--- config.mk ---
export PLATFORM = sky130hd
export DESIGN_NAME = mla_exec
export DESIGN_NICKNAME = d
export VERILOG_FILES = /design/src/shared/mla_pkg.sv /design/src/shared/mla_rf_if.sv /design/src/hw/mla_regfile.sv /design/src/hw/mla_exec.sv
export VERILOG_INCLUDE_DIRS = /design/src /design/src/shared
export SDC_FILE = /design/constraint.sdc
export NUM_CORES = 2
export LEC_CHECK = 0
export BUFFER_PORTS_ARGS = -buffer_cell sky130_fd_sc_hd__buf_2
export CAP_MARGIN = 15
export CORE_ASPECT_RATIO = 1.4
export CORE_MARGIN = 3
export CORE_UTILIZATION = 45
export CTS_BUF_LIST = sky130_fd_sc_hd__clkbuf_8
export CTS_CLUSTER_SIZE = 14
export DETAILED_ROUTE_END_ITERATION = 8
export PLACE_DENSITY = 0.67
export SLEW_MARGIN = 20
export SYNTH_ARGS = -nofsm -noshare
export SYNTH_HDL_FRONTEND = slang
export SYNTH_HIERARCHICAL = 1
export SYNTH_SLANG_ARGS = --single-unit
--- constraint.sdc ---
create_clock -name core_clk_i -period 11.24 [get_ports core_clk_i]
set_input_delay 0 -clock core_clk_i [delete_from_list [all_inputs] [get_ports core_clk_i]]
set_output_delay 0 -clock core_clk_i [all_outputs]
set_load 0.01 [all_outputs]
--- src/shared/mla_regs.svh ---
// Purpose: Opcodes, cycle counts and register-file encodings for the transfer executor
// Assumes: Included by design files only
// Notes:   Definitions only
`ifndef MLA_REGS_SVH
`define MLA_REGS_SVH

// =====================================================================
// Opcodes
`define MLA_OP_LD_DEC    8'he2
`define MLA_OP_LD_INC    8'he3
`define MLA_OP_ST_DEC    8'hf2
`define MLA_OP_ST_INC    8'hf3
`define MLA_OP_WORD_RR   8'hc4
`define MLA_OP_WORD_IR   8'hc5
`define MLA_OP_WORD_IMM  8'hc6

// =====================================================================
// Cycle counts per instruction
`define MLA_CYC_LOAD     4'ha
`define MLA_CYC_STORE    4'he
`define MLA_CYC_WORD     4'h8
`define MLA_CYC_NONE     4'h0

// =====================================================================
// Register-file encodings
`define MLA_WORK_ESC     4'hc
`define MLA_EVEN_MASK    8'hfe
`define MLA_ODD_BIT      8'h01
`define MLA_ONE_W        16'h0001
`define MLA_ONE_B        8'h01
`define MLA_ONE_C        4'h1

`endif

--- src/shared/mla_pkg.sv ---
// Purpose: Types shared by the transfer executor
// Assumes: Nothing
// Notes:   Numbers live in mla_regs.svh
package mla_pkg;

    typedef logic [7:0]  mla_byte_t;
    typedef logic [15:0] mla_word_t;

    // =================================================================
    // Sequencer states, one-hot
    typedef enum logic [10:0] {
        ST_IDLE = 11'h001,
        ST_PTR  = 11'h002,
        ST_RDH  = 11'h004,
        ST_RDL  = 11'h008,
        ST_ADR  = 11'h010,
        ST_MEMW = 11'h020,
        ST_SRC  = 11'h040,
        ST_WDST = 11'h080,
        ST_WH   = 11'h100,
        ST_WL   = 11'h200,
        ST_HOLD = 11'h400
    } mla_state_t;

    // =================================================================
    // Instruction classes
    typedef enum logic [1:0] {
        K_NONE  = 2'h0,
        K_LOAD  = 2'h1,
        K_STORE = 2'h2,
        K_WORD  = 2'h3
    } mla_kind_t;

endpackage : mla_pkg

--- src/shared/mla_rf_if.sv ---
// Purpose: Register-file port between sequencer and storage
// Assumes: One read port with registered data, one write port
// Notes:   Read data appear the cycle after the address
`timescale 1ns/1ps
interface mla_rf_if;
    logic [7:0] rd_addr;
    logic [7:0] rd_data;
    logic       we;
    logic [7:0] wr_addr;
    logic [7:0] wr_data;

    modport core (output rd_addr, output we, output wr_addr, output wr_data, input rd_data);
    modport mem  (input rd_addr, input we, input wr_addr, input wr_data, output rd_data);
endinterface : mla_rf_if

--- src/hw/mla_regfile.sv ---
// Purpose: Byte-wide register file of the core
// Assumes: Single clock, one read and one write port
// Notes:   Read during write returns the old byte
`timescale 1ns/1ps
module mla_regfile #(
    parameter int DEPTH = 256
) (
    input  wire logic core_clk_i,
    input  wire logic rst_n_i,
    mla_rf_if.mem     rf
);
    logic [7:0] mem [DEPTH];

    // =================================================================
    // Storage, left uninitialised as in any RAM
    always_ff @(posedge core_clk_i) begin
        if (rf.we) begin
            mem[rf.wr_addr] <= rf.wr_data;
        end
    end

    always_ff @(posedge core_clk_i or negedge rst_n_i) begin
        if (!rst_n_i) begin
            rf.rd_data <= 8'h00;
        end else begin
            rf.rd_data <= mem[rf.rd_addr];
        end
    end
endmodule : mla_regfile

--- src/hw/mla_exec.sv ---
// Purpose: Executor for auto-indexed memory transfers and word moves
// Assumes: Memory answers a read one cycle after mem_req_o
// Notes:   One instruction at a time; start_i is ignored while busy
// Function
// - Opcode e2 loads the byte at the pair address into the destination, then decrements the pair, in 10 cycles.
// - The post-decrement load uses program memory for an even pair operand and data memory for an odd one.
// - Opcode e3 loads the byte at the pair address into the destination, then increments the pair, in 10 cycles.
// - The post-increment load uses program memory for an even pair operand and data memory for an odd one.
// - Opcode f2 decrements the pair first and then stores the source at the new address, in 14 cycles.
// - The pre-decrement store uses program memory for an even pair operand and data memory for an odd one.
// - Opcode f3 increments the pair first and then stores the source at the new address, in 14 cycles.
// - The pre-increment store uses program memory for an even pair operand and data memory for an odd one.
// - None of these transfers touches any status flag.
// - The source stays unchanged; only the destination and the address pair change.
// - Opcodes c4 and c5 copy a 16-bit pair or indirect source into a destination pair in 8 cycles.
// - Opcode c6 loads a 16-bit immediate into a destination pair in 8 cycles.
// - A word lands high byte at the even address and low byte at the next odd address.
// - On mask-ROM parts, stores into program memory are refused.
`timescale 1ns/1ps
`include "mla_regs.svh"
module mla_exec #(
    parameter logic [3:0] WORK_PAGE = 4'hc
) (
    input  wire logic              core_clk_i,
    input  wire logic              rst_n_i,
    input  wire logic              start_i,
    input  wire mla_pkg::mla_byte_t opcode_i,
    input  wire mla_pkg::mla_byte_t opnd1_i,
    input  wire mla_pkg::mla_byte_t opnd2_i,
    input  wire mla_pkg::mla_byte_t opnd3_i,
    input  wire logic              mask_rom_i,
    input  wire mla_pkg::mla_byte_t mem_rdata_i,
    output logic                   mem_req_o,
    output logic                   mem_we_o,
    output logic                   mem_prog_o,
    output mla_pkg::mla_word_t     mem_addr_o,
    output mla_pkg::mla_byte_t     mem_wdata_o,
    output logic                   busy_o,
    output logic                   done_o,
    output logic                   illegal_o
);
    import mla_pkg::*;

    mla_rf_if rf ();

    mla_regfile #(.DEPTH(256)) u_rf (
        .core_clk_i (core_clk_i),
        .rst_n_i    (rst_n_i),
        .rf         (rf)
    );

    // =================================================================
    // Decode helpers
    function automatic logic [3:0] op_len(input mla_byte_t op);
        case (op)
            `MLA_OP_LD_DEC, `MLA_OP_LD_INC:                     op_len = `MLA_CYC_LOAD;
            `MLA_OP_ST_DEC, `MLA_OP_ST_INC:                     op_len = `MLA_CYC_STORE;
            `MLA_OP_WORD_RR, `MLA_OP_WORD_IR, `MLA_OP_WORD_IMM: op_len = `MLA_CYC_WORD;
            default:                                            op_len = `MLA_CYC_NONE;
        endcase
    endfunction : op_len

    function automatic mla_kind_t op_kind(input mla_byte_t op);
        case (op)
            `MLA_OP_LD_DEC, `MLA_OP_LD_INC:                     op_kind = K_LOAD;
            `MLA_OP_ST_DEC, `MLA_OP_ST_INC:                     op_kind = K_STORE;
            `MLA_OP_WORD_RR, `MLA_OP_WORD_IR, `MLA_OP_WORD_IMM: op_kind = K_WORD;
            default:                                            op_kind = K_NONE;
        endcase
    endfunction : op_kind

    function automatic mla_byte_t rf_work(input logic [3:0] nib);
        rf_work = {WORK_PAGE, nib};
    endfunction : rf_work

    // Full register addresses with the escape nibble select a working register
    function automatic mla_byte_t rf_reg(input mla_byte_t b);
        rf_reg = (b[7:4] == `MLA_WORK_ESC) ? rf_work(b[3:0]) : b;
    endfunction : rf_reg

    function automatic mla_word_t adj(input mla_word_t w, input logic dec);
        adj = dec ? 16'(w - `MLA_ONE_W) : 16'(w + `MLA_ONE_W);
    endfunction : adj

    // =================================================================
    // Latched instruction and datapath
    mla_state_t  state;
    mla_kind_t   kind;
    mla_byte_t   opc;
    mla_byte_t   b1;
    mla_byte_t   b2;
    logic        dec;
    mla_word_t   w;
    mla_byte_t   ptr;
    mla_byte_t   wbase;
    logic [3:0]  cnt;
    logic [3:0]  len;
    logic        rom_mode;
    logic        strap_taken;
    logic [3:0]  pair_nib;
    mla_byte_t   pair_addr;
    mla_word_t   next_addr;
    logic        acc;

    assign pair_nib  = (kind == K_LOAD) ? b1[3:0] : b1[7:4];
    assign pair_addr = rf_work({pair_nib[3:1], 1'b0});
    assign next_addr = adj(w, dec);
    assign acc       = start_i && (state == ST_IDLE);

    // =================================================================
    // Strap caught once after reset release; it never changes mid-run
    always_ff @(posedge core_clk_i or negedge rst_n_i) begin
        if (!rst_n_i) begin
            rom_mode    <= 1'b0;
            strap_taken <= 1'b0;
        end else if (!strap_taken) begin
            rom_mode    <= mask_rom_i;
            strap_taken <= 1'b1;
        end
    end

    // =================================================================
    // Cycle counter of the running instruction
    always_ff @(posedge core_clk_i or negedge rst_n_i) begin
        if (!rst_n_i) begin
            cnt <= 4'h0;
        end else if (acc) begin
            cnt <= `MLA_ONE_C;
        end else if (state != ST_IDLE) begin
            cnt <= 4'(cnt + `MLA_ONE_C);
        end
    end

    // =================================================================
    // Register-file port; flags are never written by any path
    always_comb begin
        rf.rd_addr = pair_addr;
        rf.we      = 1'b0;
        rf.wr_addr = wbase;
        rf.wr_data = w[15:8];
        case (state)
            ST_PTR: rf.rd_addr = rf_reg(b1);
            ST_RDH: begin
                if (opc == `MLA_OP_WORD_IR) begin
                    rf.rd_addr = rf.rd_data;
                end else if (kind == K_WORD) begin
                    rf.rd_addr = rf_reg(b1) & `MLA_EVEN_MASK;
                end
            end
            ST_RDL: rf.rd_addr = 8'(ptr + `MLA_ONE_B);
            ST_ADR: rf.rd_addr = rf_work(b1[3:0]);
            ST_WDST: begin
                rf.we      = 1'b1;
                rf.wr_addr = rf_work(b1[7:4]);
                rf.wr_data = mem_rdata_i;
            end
            ST_WH: rf.we = 1'b1;
            ST_WL: begin
                rf.we      = 1'b1;
                rf.wr_addr = wbase | `MLA_ODD_BIT;
                rf.wr_data = w[7:0];
            end
            default: rf.we = 1'b0;
        endcase
    end

    // =================================================================
    // Sequencer
    always_ff @(posedge core_clk_i or negedge rst_n_i) begin
        if (!rst_n_i) begin
            state       <= ST_IDLE;
            kind        <= K_NONE;
            opc         <= 8'h00;
            b1          <= 8'h00;
            b2          <= 8'h00;
            dec         <= 1'b0;
            w           <= 16'h0000;
            ptr         <= 8'h00;
            wbase       <= 8'h00;
            len         <= 4'h0;
            mem_req_o   <= 1'b0;
            mem_we_o    <= 1'b0;
            mem_prog_o  <= 1'b0;
            mem_addr_o  <= 16'h0000;
            mem_wdata_o <= 8'h00;
            busy_o      <= 1'b0;
            done_o      <= 1'b0;
            illegal_o   <= 1'b0;
        end else begin
            mem_req_o <= 1'b0;
            done_o    <= 1'b0;
            illegal_o <= 1'b0;
            case (state)
                ST_IDLE: begin
                    if (start_i && op_len(opcode_i) == `MLA_CYC_NONE) begin
                        illegal_o <= 1'b1;
                    end else if (start_i) begin
                        opc    <= opcode_i;
                        kind   <= op_kind(opcode_i);
                        b1     <= opnd1_i;
                        b2     <= opnd2_i;
                        dec    <= !opcode_i[0];
                        len    <= op_len(opcode_i);
                        busy_o <= 1'b1;
                        if (opcode_i == `MLA_OP_WORD_IMM) begin
                            w     <= {opnd2_i, opnd3_i};
                            wbase <= rf_reg(opnd1_i) & `MLA_EVEN_MASK;
                            state <= ST_WH;
                        end else if (opcode_i == `MLA_OP_WORD_IR) begin
                            state <= ST_PTR;
                        end else begin
                            state <= ST_RDH;
                        end
                    end
                end
                ST_PTR: state <= ST_RDH;
                ST_RDH: begin
                    ptr   <= rf.rd_addr;
                    state <= ST_RDL;
                end
                ST_RDL: begin
                    w[15:8] <= rf.rd_data;
                    state   <= ST_ADR;
                end
                ST_ADR: begin
                    w[7:0] <= rf.rd_data;
                    wbase  <= (kind == K_WORD) ? (rf_reg(b2) & `MLA_EVEN_MASK) : pair_addr;
                    if (kind == K_LOAD) begin
                        mem_req_o  <= 1'b1;
                        mem_we_o   <= 1'b0;
                        mem_prog_o <= !pair_nib[0];
                        mem_addr_o <= {w[15:8], rf.rd_data};
                        state      <= ST_MEMW;
                    end else if (kind == K_STORE) begin
                        state <= ST_SRC;
                    end else begin
                        state <= ST_WH;
                    end
                end
                ST_MEMW: state <= ST_WDST;
                ST_WDST: begin
                    w     <= next_addr;
                    state <= ST_WH;
                end
                ST_SRC: begin
                    // A refused store leaves pair and memory untouched
                    if (!pair_nib[0] && rom_mode) begin
                        illegal_o <= 1'b1;
                        busy_o    <= 1'b0;
                        state     <= ST_IDLE;
                    end else begin
                        mem_req_o   <= 1'b1;
                        mem_we_o    <= 1'b1;
                        mem_prog_o  <= !pair_nib[0];
                        mem_addr_o  <= next_addr;
                        mem_wdata_o <= rf.rd_data;
                        w           <= next_addr;
                        state       <= ST_WH;
                    end
                end
                ST_WH: state <= ST_WL;
                ST_WL: state <= ST_HOLD;
                ST_HOLD: begin
                    // Padding keeps documented instruction timing
                    if (cnt == 4'(len - `MLA_ONE_C)) begin
                        done_o <= 1'b1;
                        busy_o <= 1'b0;
                        state  <= ST_IDLE;
                    end
                end
                default: state <= ST_IDLE;
            endcase
        end
    end
endmodule : mla_exec

Yosys cells after proc, flatten, opt, wreduce, memory -nomap -nowiden
Memory sizes are Yosys's and may differ from the RTL's. A register that Yosys moved wholly into a read port is not among the register bits.
Cells that the tools add are included.
- bits in registers: 110
- memory bits (writable): 2048
- input port bits: 44
- output and inout port bits: 30
- logic and storage cells: 148
- memories kept: 1
- memory list (name ; depth ; bits a word ; read ports ; clocked after Yosys merged registers in ; write ports ; RTL line ; source):
    u_rf.mem ; 256 ; 8 ; 1 ; 1 ; 1 ; mla_regfile.sv:12 ; logic [7:0] mem [DEPTH];
- add/sub/neg operators: 5
- equality and inequality tests: 34
- multiplexer cells: 59
- bitwise logic cells: 2
- reduce and logical (&&, ||, !) cells: 25
- operators by type and width (kind ; number):
    $pmux 11 s11 ; 1
    $mux 16 ; 6
    $pmux 8 s4 ; 3
    $mux 8 ; 9
    $eq 8x8->1 const B ; 8
    $pmux 8 s2 ; 3
    $mux 11 ; 4
    $pmux 16 s2 ; 1
    $mux 9 ; 3
    $mux 1 ; 17
    $add 16x1->16 const B ; 1
    $mux 4 ; 4
    $sub 16x1->16 const B ; 1
    $reduce_and 5->1 ; 3
    $eq 4x4->1 const B ; 3
    $ne 2x2->1 const B ; 6
    $pmux 4 s3 ; 1
    $eq 11x1->1 const B ; 1
    $eq 11x10->1 const B ; 1
    $eq 11x11->1 const B ; 1
    $eq 11x2->1 const B ; 1
    $eq 11x3->1 const B ; 1
    $eq 11x4->1 const B ; 1
    $eq 11x5->1 const B ; 1
    other kinds (28) ; 44

Depth between registers and ports, before layout
- depth after elaboration: 8
- mapped depth: 20
- gate-level depth less buffers: 13

Hierarchy
Netlist, hierarchy kept.
- by module, submodules not included (module ; instances ; cells each ; area an instance (sq um) ; seq. area each (sq um)):
    mla_regfile ; 1 ; 3795 ; 80038.0 ; 61699.2
    mla_exec ; 1 ; 746 ; 6492.5 ; 2678.8

Worst setup path before layout
OpenSTA, ideal clock, no wires.
- kind: reg-to-reg
- from: register state[4]
- to: memory u_rf.mem[0][0] (data pin)
- setup time: 821 ps
- arrival: 4921 ps
- data required time: 10419 ps
- slack: 5498 ps
- cell stages (with the launch flop): 9
- buffers on the path: 3
- period minus slack after synthesis: 5742 ps
- path through: dfrtp_1 -> nor4_2 -> buf_2 -> nand2_1 -> nor4_1 -> clkbuf_1 -> buf_2 -> a22oi_1 -> nand2_1
- longest elaborated chain between the ends: 2
- elaborated cells on any way between the ends: 3
- those cells by class: eq/ne: 2; mux: 1
- RTL lines (item ; RTL line ; source):
    start: declaration ; mla_exec.sv:87 ; mla_state_t state;
    start signal: assignment ; mla_exec.sv:171 ; state <= ST_IDLE;
    start signal: assignment ; mla_exec.sv:208 ; state <= ST_WH;
    start signal: assignment ; mla_exec.sv:210 ; state <= ST_PTR;
    $eq 11x10->1 / $eq 11x8->1 (equally long branches) ; mla_exec.sv:141 ; case (state)
    $pmux 8 s2 (*) ; mla_exec.sv:141 ;
    net rf.wr_data[0] ; mla_rf_if.sv:10 ; logic [7:0] wr_data;
    end: declaration ; mla_regfile.sv:12 ;
Mark *: on every way through the listed nets, which the timed path passes. The rest lies on a longest branch.

Worst setup path after layout
- from: register state[4]
- to: register u_rf.rf.rd_data[3] (read register of u_rf.mem)
- longest elaborated chain between the ends: 2
- elaborated cells on any way between the ends: 5
- those cells by class: eq/ne: 4; mux: 1
- RTL lines (item ; RTL line ; source):
    $eq 11x5->1 (tied with other cells) ; mla_exec.sv:141 ;
    $pmux 8 s4 (*) ; mla_exec.sv:141 ;
    net rf.rd_addr[3] ; mla_rf_if.sv:6 ; logic [7:0] rd_addr;
    end: declaration ; mla_rf_if.sv:13 ; modport mem (input rd_addr, input we, input wr_addr, input wr_data, output rd_data);
Marked as above.
A chain may end at the register's enable or synchronous reset.

==> metrics.cfg <==
[route]
vias=45900
drt-total-wl_mm=222
wl_per_cell_um=29.4
dr.pass1.iters=8
drc=0
dr.first_iter.drc_count=4887
ant_nets=0
vias_per_cell=6.08

[setup_path]
crit_path_cell_trace=nor4_2, nand4b_1, nand2_1, a21oi_1, o211ai_1, buf_4, buf_4, and2_1, nand2_1, a31oi_1, nand4_1, nor3_1, buf_4, nor4_1
critPathLaunchType=flop
critPathKind=reg2reg
cp_slowest_cell=nor4_2
path_delay_family=simple AND/OR/NAND/NOR gates
path_common_cell=buf_4
crit_fanout=35
critPathArrivalTime_ps=7110
end_kind=flop
regToRegSetupSlack_ps=4910
critPathMaxStageDelay_ps=970
cp.buffers_inverters=3
worst_ep_required_time_ps=12020

[job]
maxCapViolCount=0

[cells_and_area]
layout_commonest_cell=edfxtp_1
drive_above_1_share=0.214
fillers=15100
fin_nets=4898
mostFrequentLayoutCells=2048 x edfxtp_1, 445 x mux4_2, 335 x nor2_1
syn_to_final_growth_pct=10.6
instances_no_fill=7545
final_core_util=0.503

[power]
pwr-share-comb=0.259
ir_drop_v=0.000385
sequentialPowerShare=0.477
switching_power_w=0.00701
switching_share=0.326
power.share.clock=0.264
leakage_nw=29.7
internal-power_w=0.0145
powerDensity_nw_per_um2=225

[die]
num_rows=189
coreArea_um2=190000
die_h_um=525
io_pins=74
initial_core_util=0.455
die-area_um2=198000
die-width_um=377

[cts]
hold_buffers=89
ctsResizeCount=0
cts_tree=done
root_buffer=clkbuf_8
cts.sinks=2163
post_cts_buffers=0
clock_path_buffers=4
cts_buffers=314
clk_latency_ps=940
path_clk_slew_ps=70
cts_max_level=5

[global_routing]
track_usage=0.223
grt-ovfl-total=0
antenna_found_initial=2
grt_pass1_vias=46900
grt_max_degree=119
grt_pass1_wl_mm=324

[status]
status=complete, no violations

[synthesis]
async_flop_share=0.0532
synth_edf_count=2048
ys_warn_count=6
syn_avg_cell_area_um2=19.1
postSynthCellCount=4541
syn_area_um2=86500
ys_ff_latch=2163
synthesis.nets=4606
yosysSeqAreaShare=0.744
synth-main-ff-cell=edfxtp_1
synth.distinct_cells=87

[sta]
slew_viol_final=0
rsz0062_at_grt=no
setup_viol=0
hold_ws_ps=74.8
worst_pin_slew_ps=1120
final.period_utilization=0.563
period_minus_slack_ps=6330
hold_violations=0
max_freq_mhz=158
slew_headroom=0.252
fin_skew_ps=53.0
finalSetupTns_ps=0

[placed_design]
io_buffer_count=73
gp_congestion=0.930
dpl.hpwl_mm=138
placed_cells=6910

[min_path]
hp-class=in2reg

==> synth_stat cells (all sizes together) (6+ instances only) <==
| cell type | instances | share of area |
|---|---|---|
| edfxtp | 2048 | 0.71 |
| mux4 | 446 | 0.12 |
| nor2 | 339 | 0.015 |
| nand2 | 231 | 0.010 |
| mux2i | 176 | 0.020 |
| buf | 145 | 0.015 |
| clkbuf | 130 | 0.0057 |
| a21oi | 118 | 0.0069 |
| dfrtp | 114 | 0.033 |
| a22oi | 108 | 0.0094 |
| o21ai | 64 | 0.0037 |
| nand3 | 59 | 0.0034 |
| o22ai | 39 | 0.0028 |
| o221ai | 38 | 0.0040 |
| nor2b | 36 | 0.0026 |
| nand4 | 33 | 0.0024 |
| a31oi | 31 | 0.0024 |
| a221oi | 30 | 0.0033 |
| mux2 | 28 | 0.0036 |
| a22o | 27 | 0.0027 |
| nor4 | 27 | 0.0026 |
| nor3 | 25 | 0.0014 |
| ha | 20 | 0.0029 |
| inv | 20 | 0.00087 |
| nand2b | 16 | 0.0012 |
| a211oi | 14 | 0.0013 |
| and3 | 14 | 0.0010 |
| o211ai | 13 | 0.0011 |
| xor2 | 13 | 0.0013 |
| and2 | 12 | 0.00087 |
| a21o | 11 | 0.00095 |
| o2111ai | 11 | 0.0011 |
| xnor2 | 10 | 0.0010 |
| or4 | 7 | 0.00074 |
| a21boi | 6 | 0.00052 |
==> power by group through the flow <==
stage / registers [W] / logic (W) / clock network, W
6_report: 0.0103 / 0.00557 / 0.00567
5_1_grt: 0.0103 / 0.00587 / 0.00615
4_1_cts: 0.0103 / 0.00552 / 0.00579
3_5_place_dp: 0.0104 / 0.00547 / 0
3_3_place_gp: 0.0104 / 0.00537 / 0
2_1_floorplan: 0.0107 / 0.00325 / 0
==> through the flow <==
step | setup WS [ps] | total power (W) | area [um2]
floorplan | 5500 | 0.0139 | 86500
global placement | 4090 | 0.0158 | 89100
detailed placement | 4690 | 0.0159 | 89200
CTS | 4630 | 0.0216 | 95600
global route | 4710 | 0.0223 | 95700
finish | 4910 | 0.0215 | 95700
==> cell families (layout without fill, tap and decap cells) <==
logic type,count (synthesis),count (layout),share of synthesized area
xor+xnor,24,24,0.00259
fa+ha+maj,21,21,0.00312
mux,650,650,0.140
other cells,1,4,0.0000433
compound gates,544,544,0.0437
flops,2163,2163,0.744
simple gates,841,841,0.0450
buf+inv,297,815,0.0214
==> layer usage <==
layer  routed length [um]  share of wire  GRT usage
met5                    0              0          0
met4                13900          0.063      0.126
met3                16200          0.073     0.0410
met2               113000           0.51      0.379
met1                78600           0.35      0.268
==> worst min-delay path: cells and delay by family <==
kind / cells / cell delay (ps)
AO/OA/AOI/OAI: 2 / 210
multiplexers: 1 / 70
buffers and inverters: 2 / 670
==> state kept, by name, indices dropped and copies added, names as in the netlist, 7 cells and up <==
signal	flops
b1	8
b2	7
mem_addr_o	16
mem_wdata_o	8
opc	8
ptr	8
state	11
u_rf/mem	2048
u_rf/rf.rd_data	8
w	16
wbase	7
==> final timing paths <==
kind	start	end	cells after the start
min in group asynchronous	rst_n_i	u_rf/rf.rd_data[5]	4
worst max-delay path	state[4]	u_rf/rf.rd_data[3]	14
worst min register to register	mem_wdata_o[1]	mem_wdata_o[1]	2
max in group asynchronous	rst_n_i	b2[2]	4
worst max register to register	state[4]	u_rf/rf.rd_data[3]	14
worst min-delay path	opnd2_i[5]	w[13]	5
==> area by class of cell <==
type / count / area (um2) / share of cell area
antenna: 3 / 7.51 / 0.0000784
multi-input combinational: 2081 / 20500 / 0.215
sequential: 2163 / 64400 / 0.673
inverter: 22 / 87.6 / 0.000915
clock inverter: 211 / 948 / 0.00991
timing repair buffer: 251 / 2080 / 0.0217
clock buffer: 331 / 4560 / 0.0476
tap: 2483 / 3110 / 0.0325
Power figures use the tool's default switching activity.
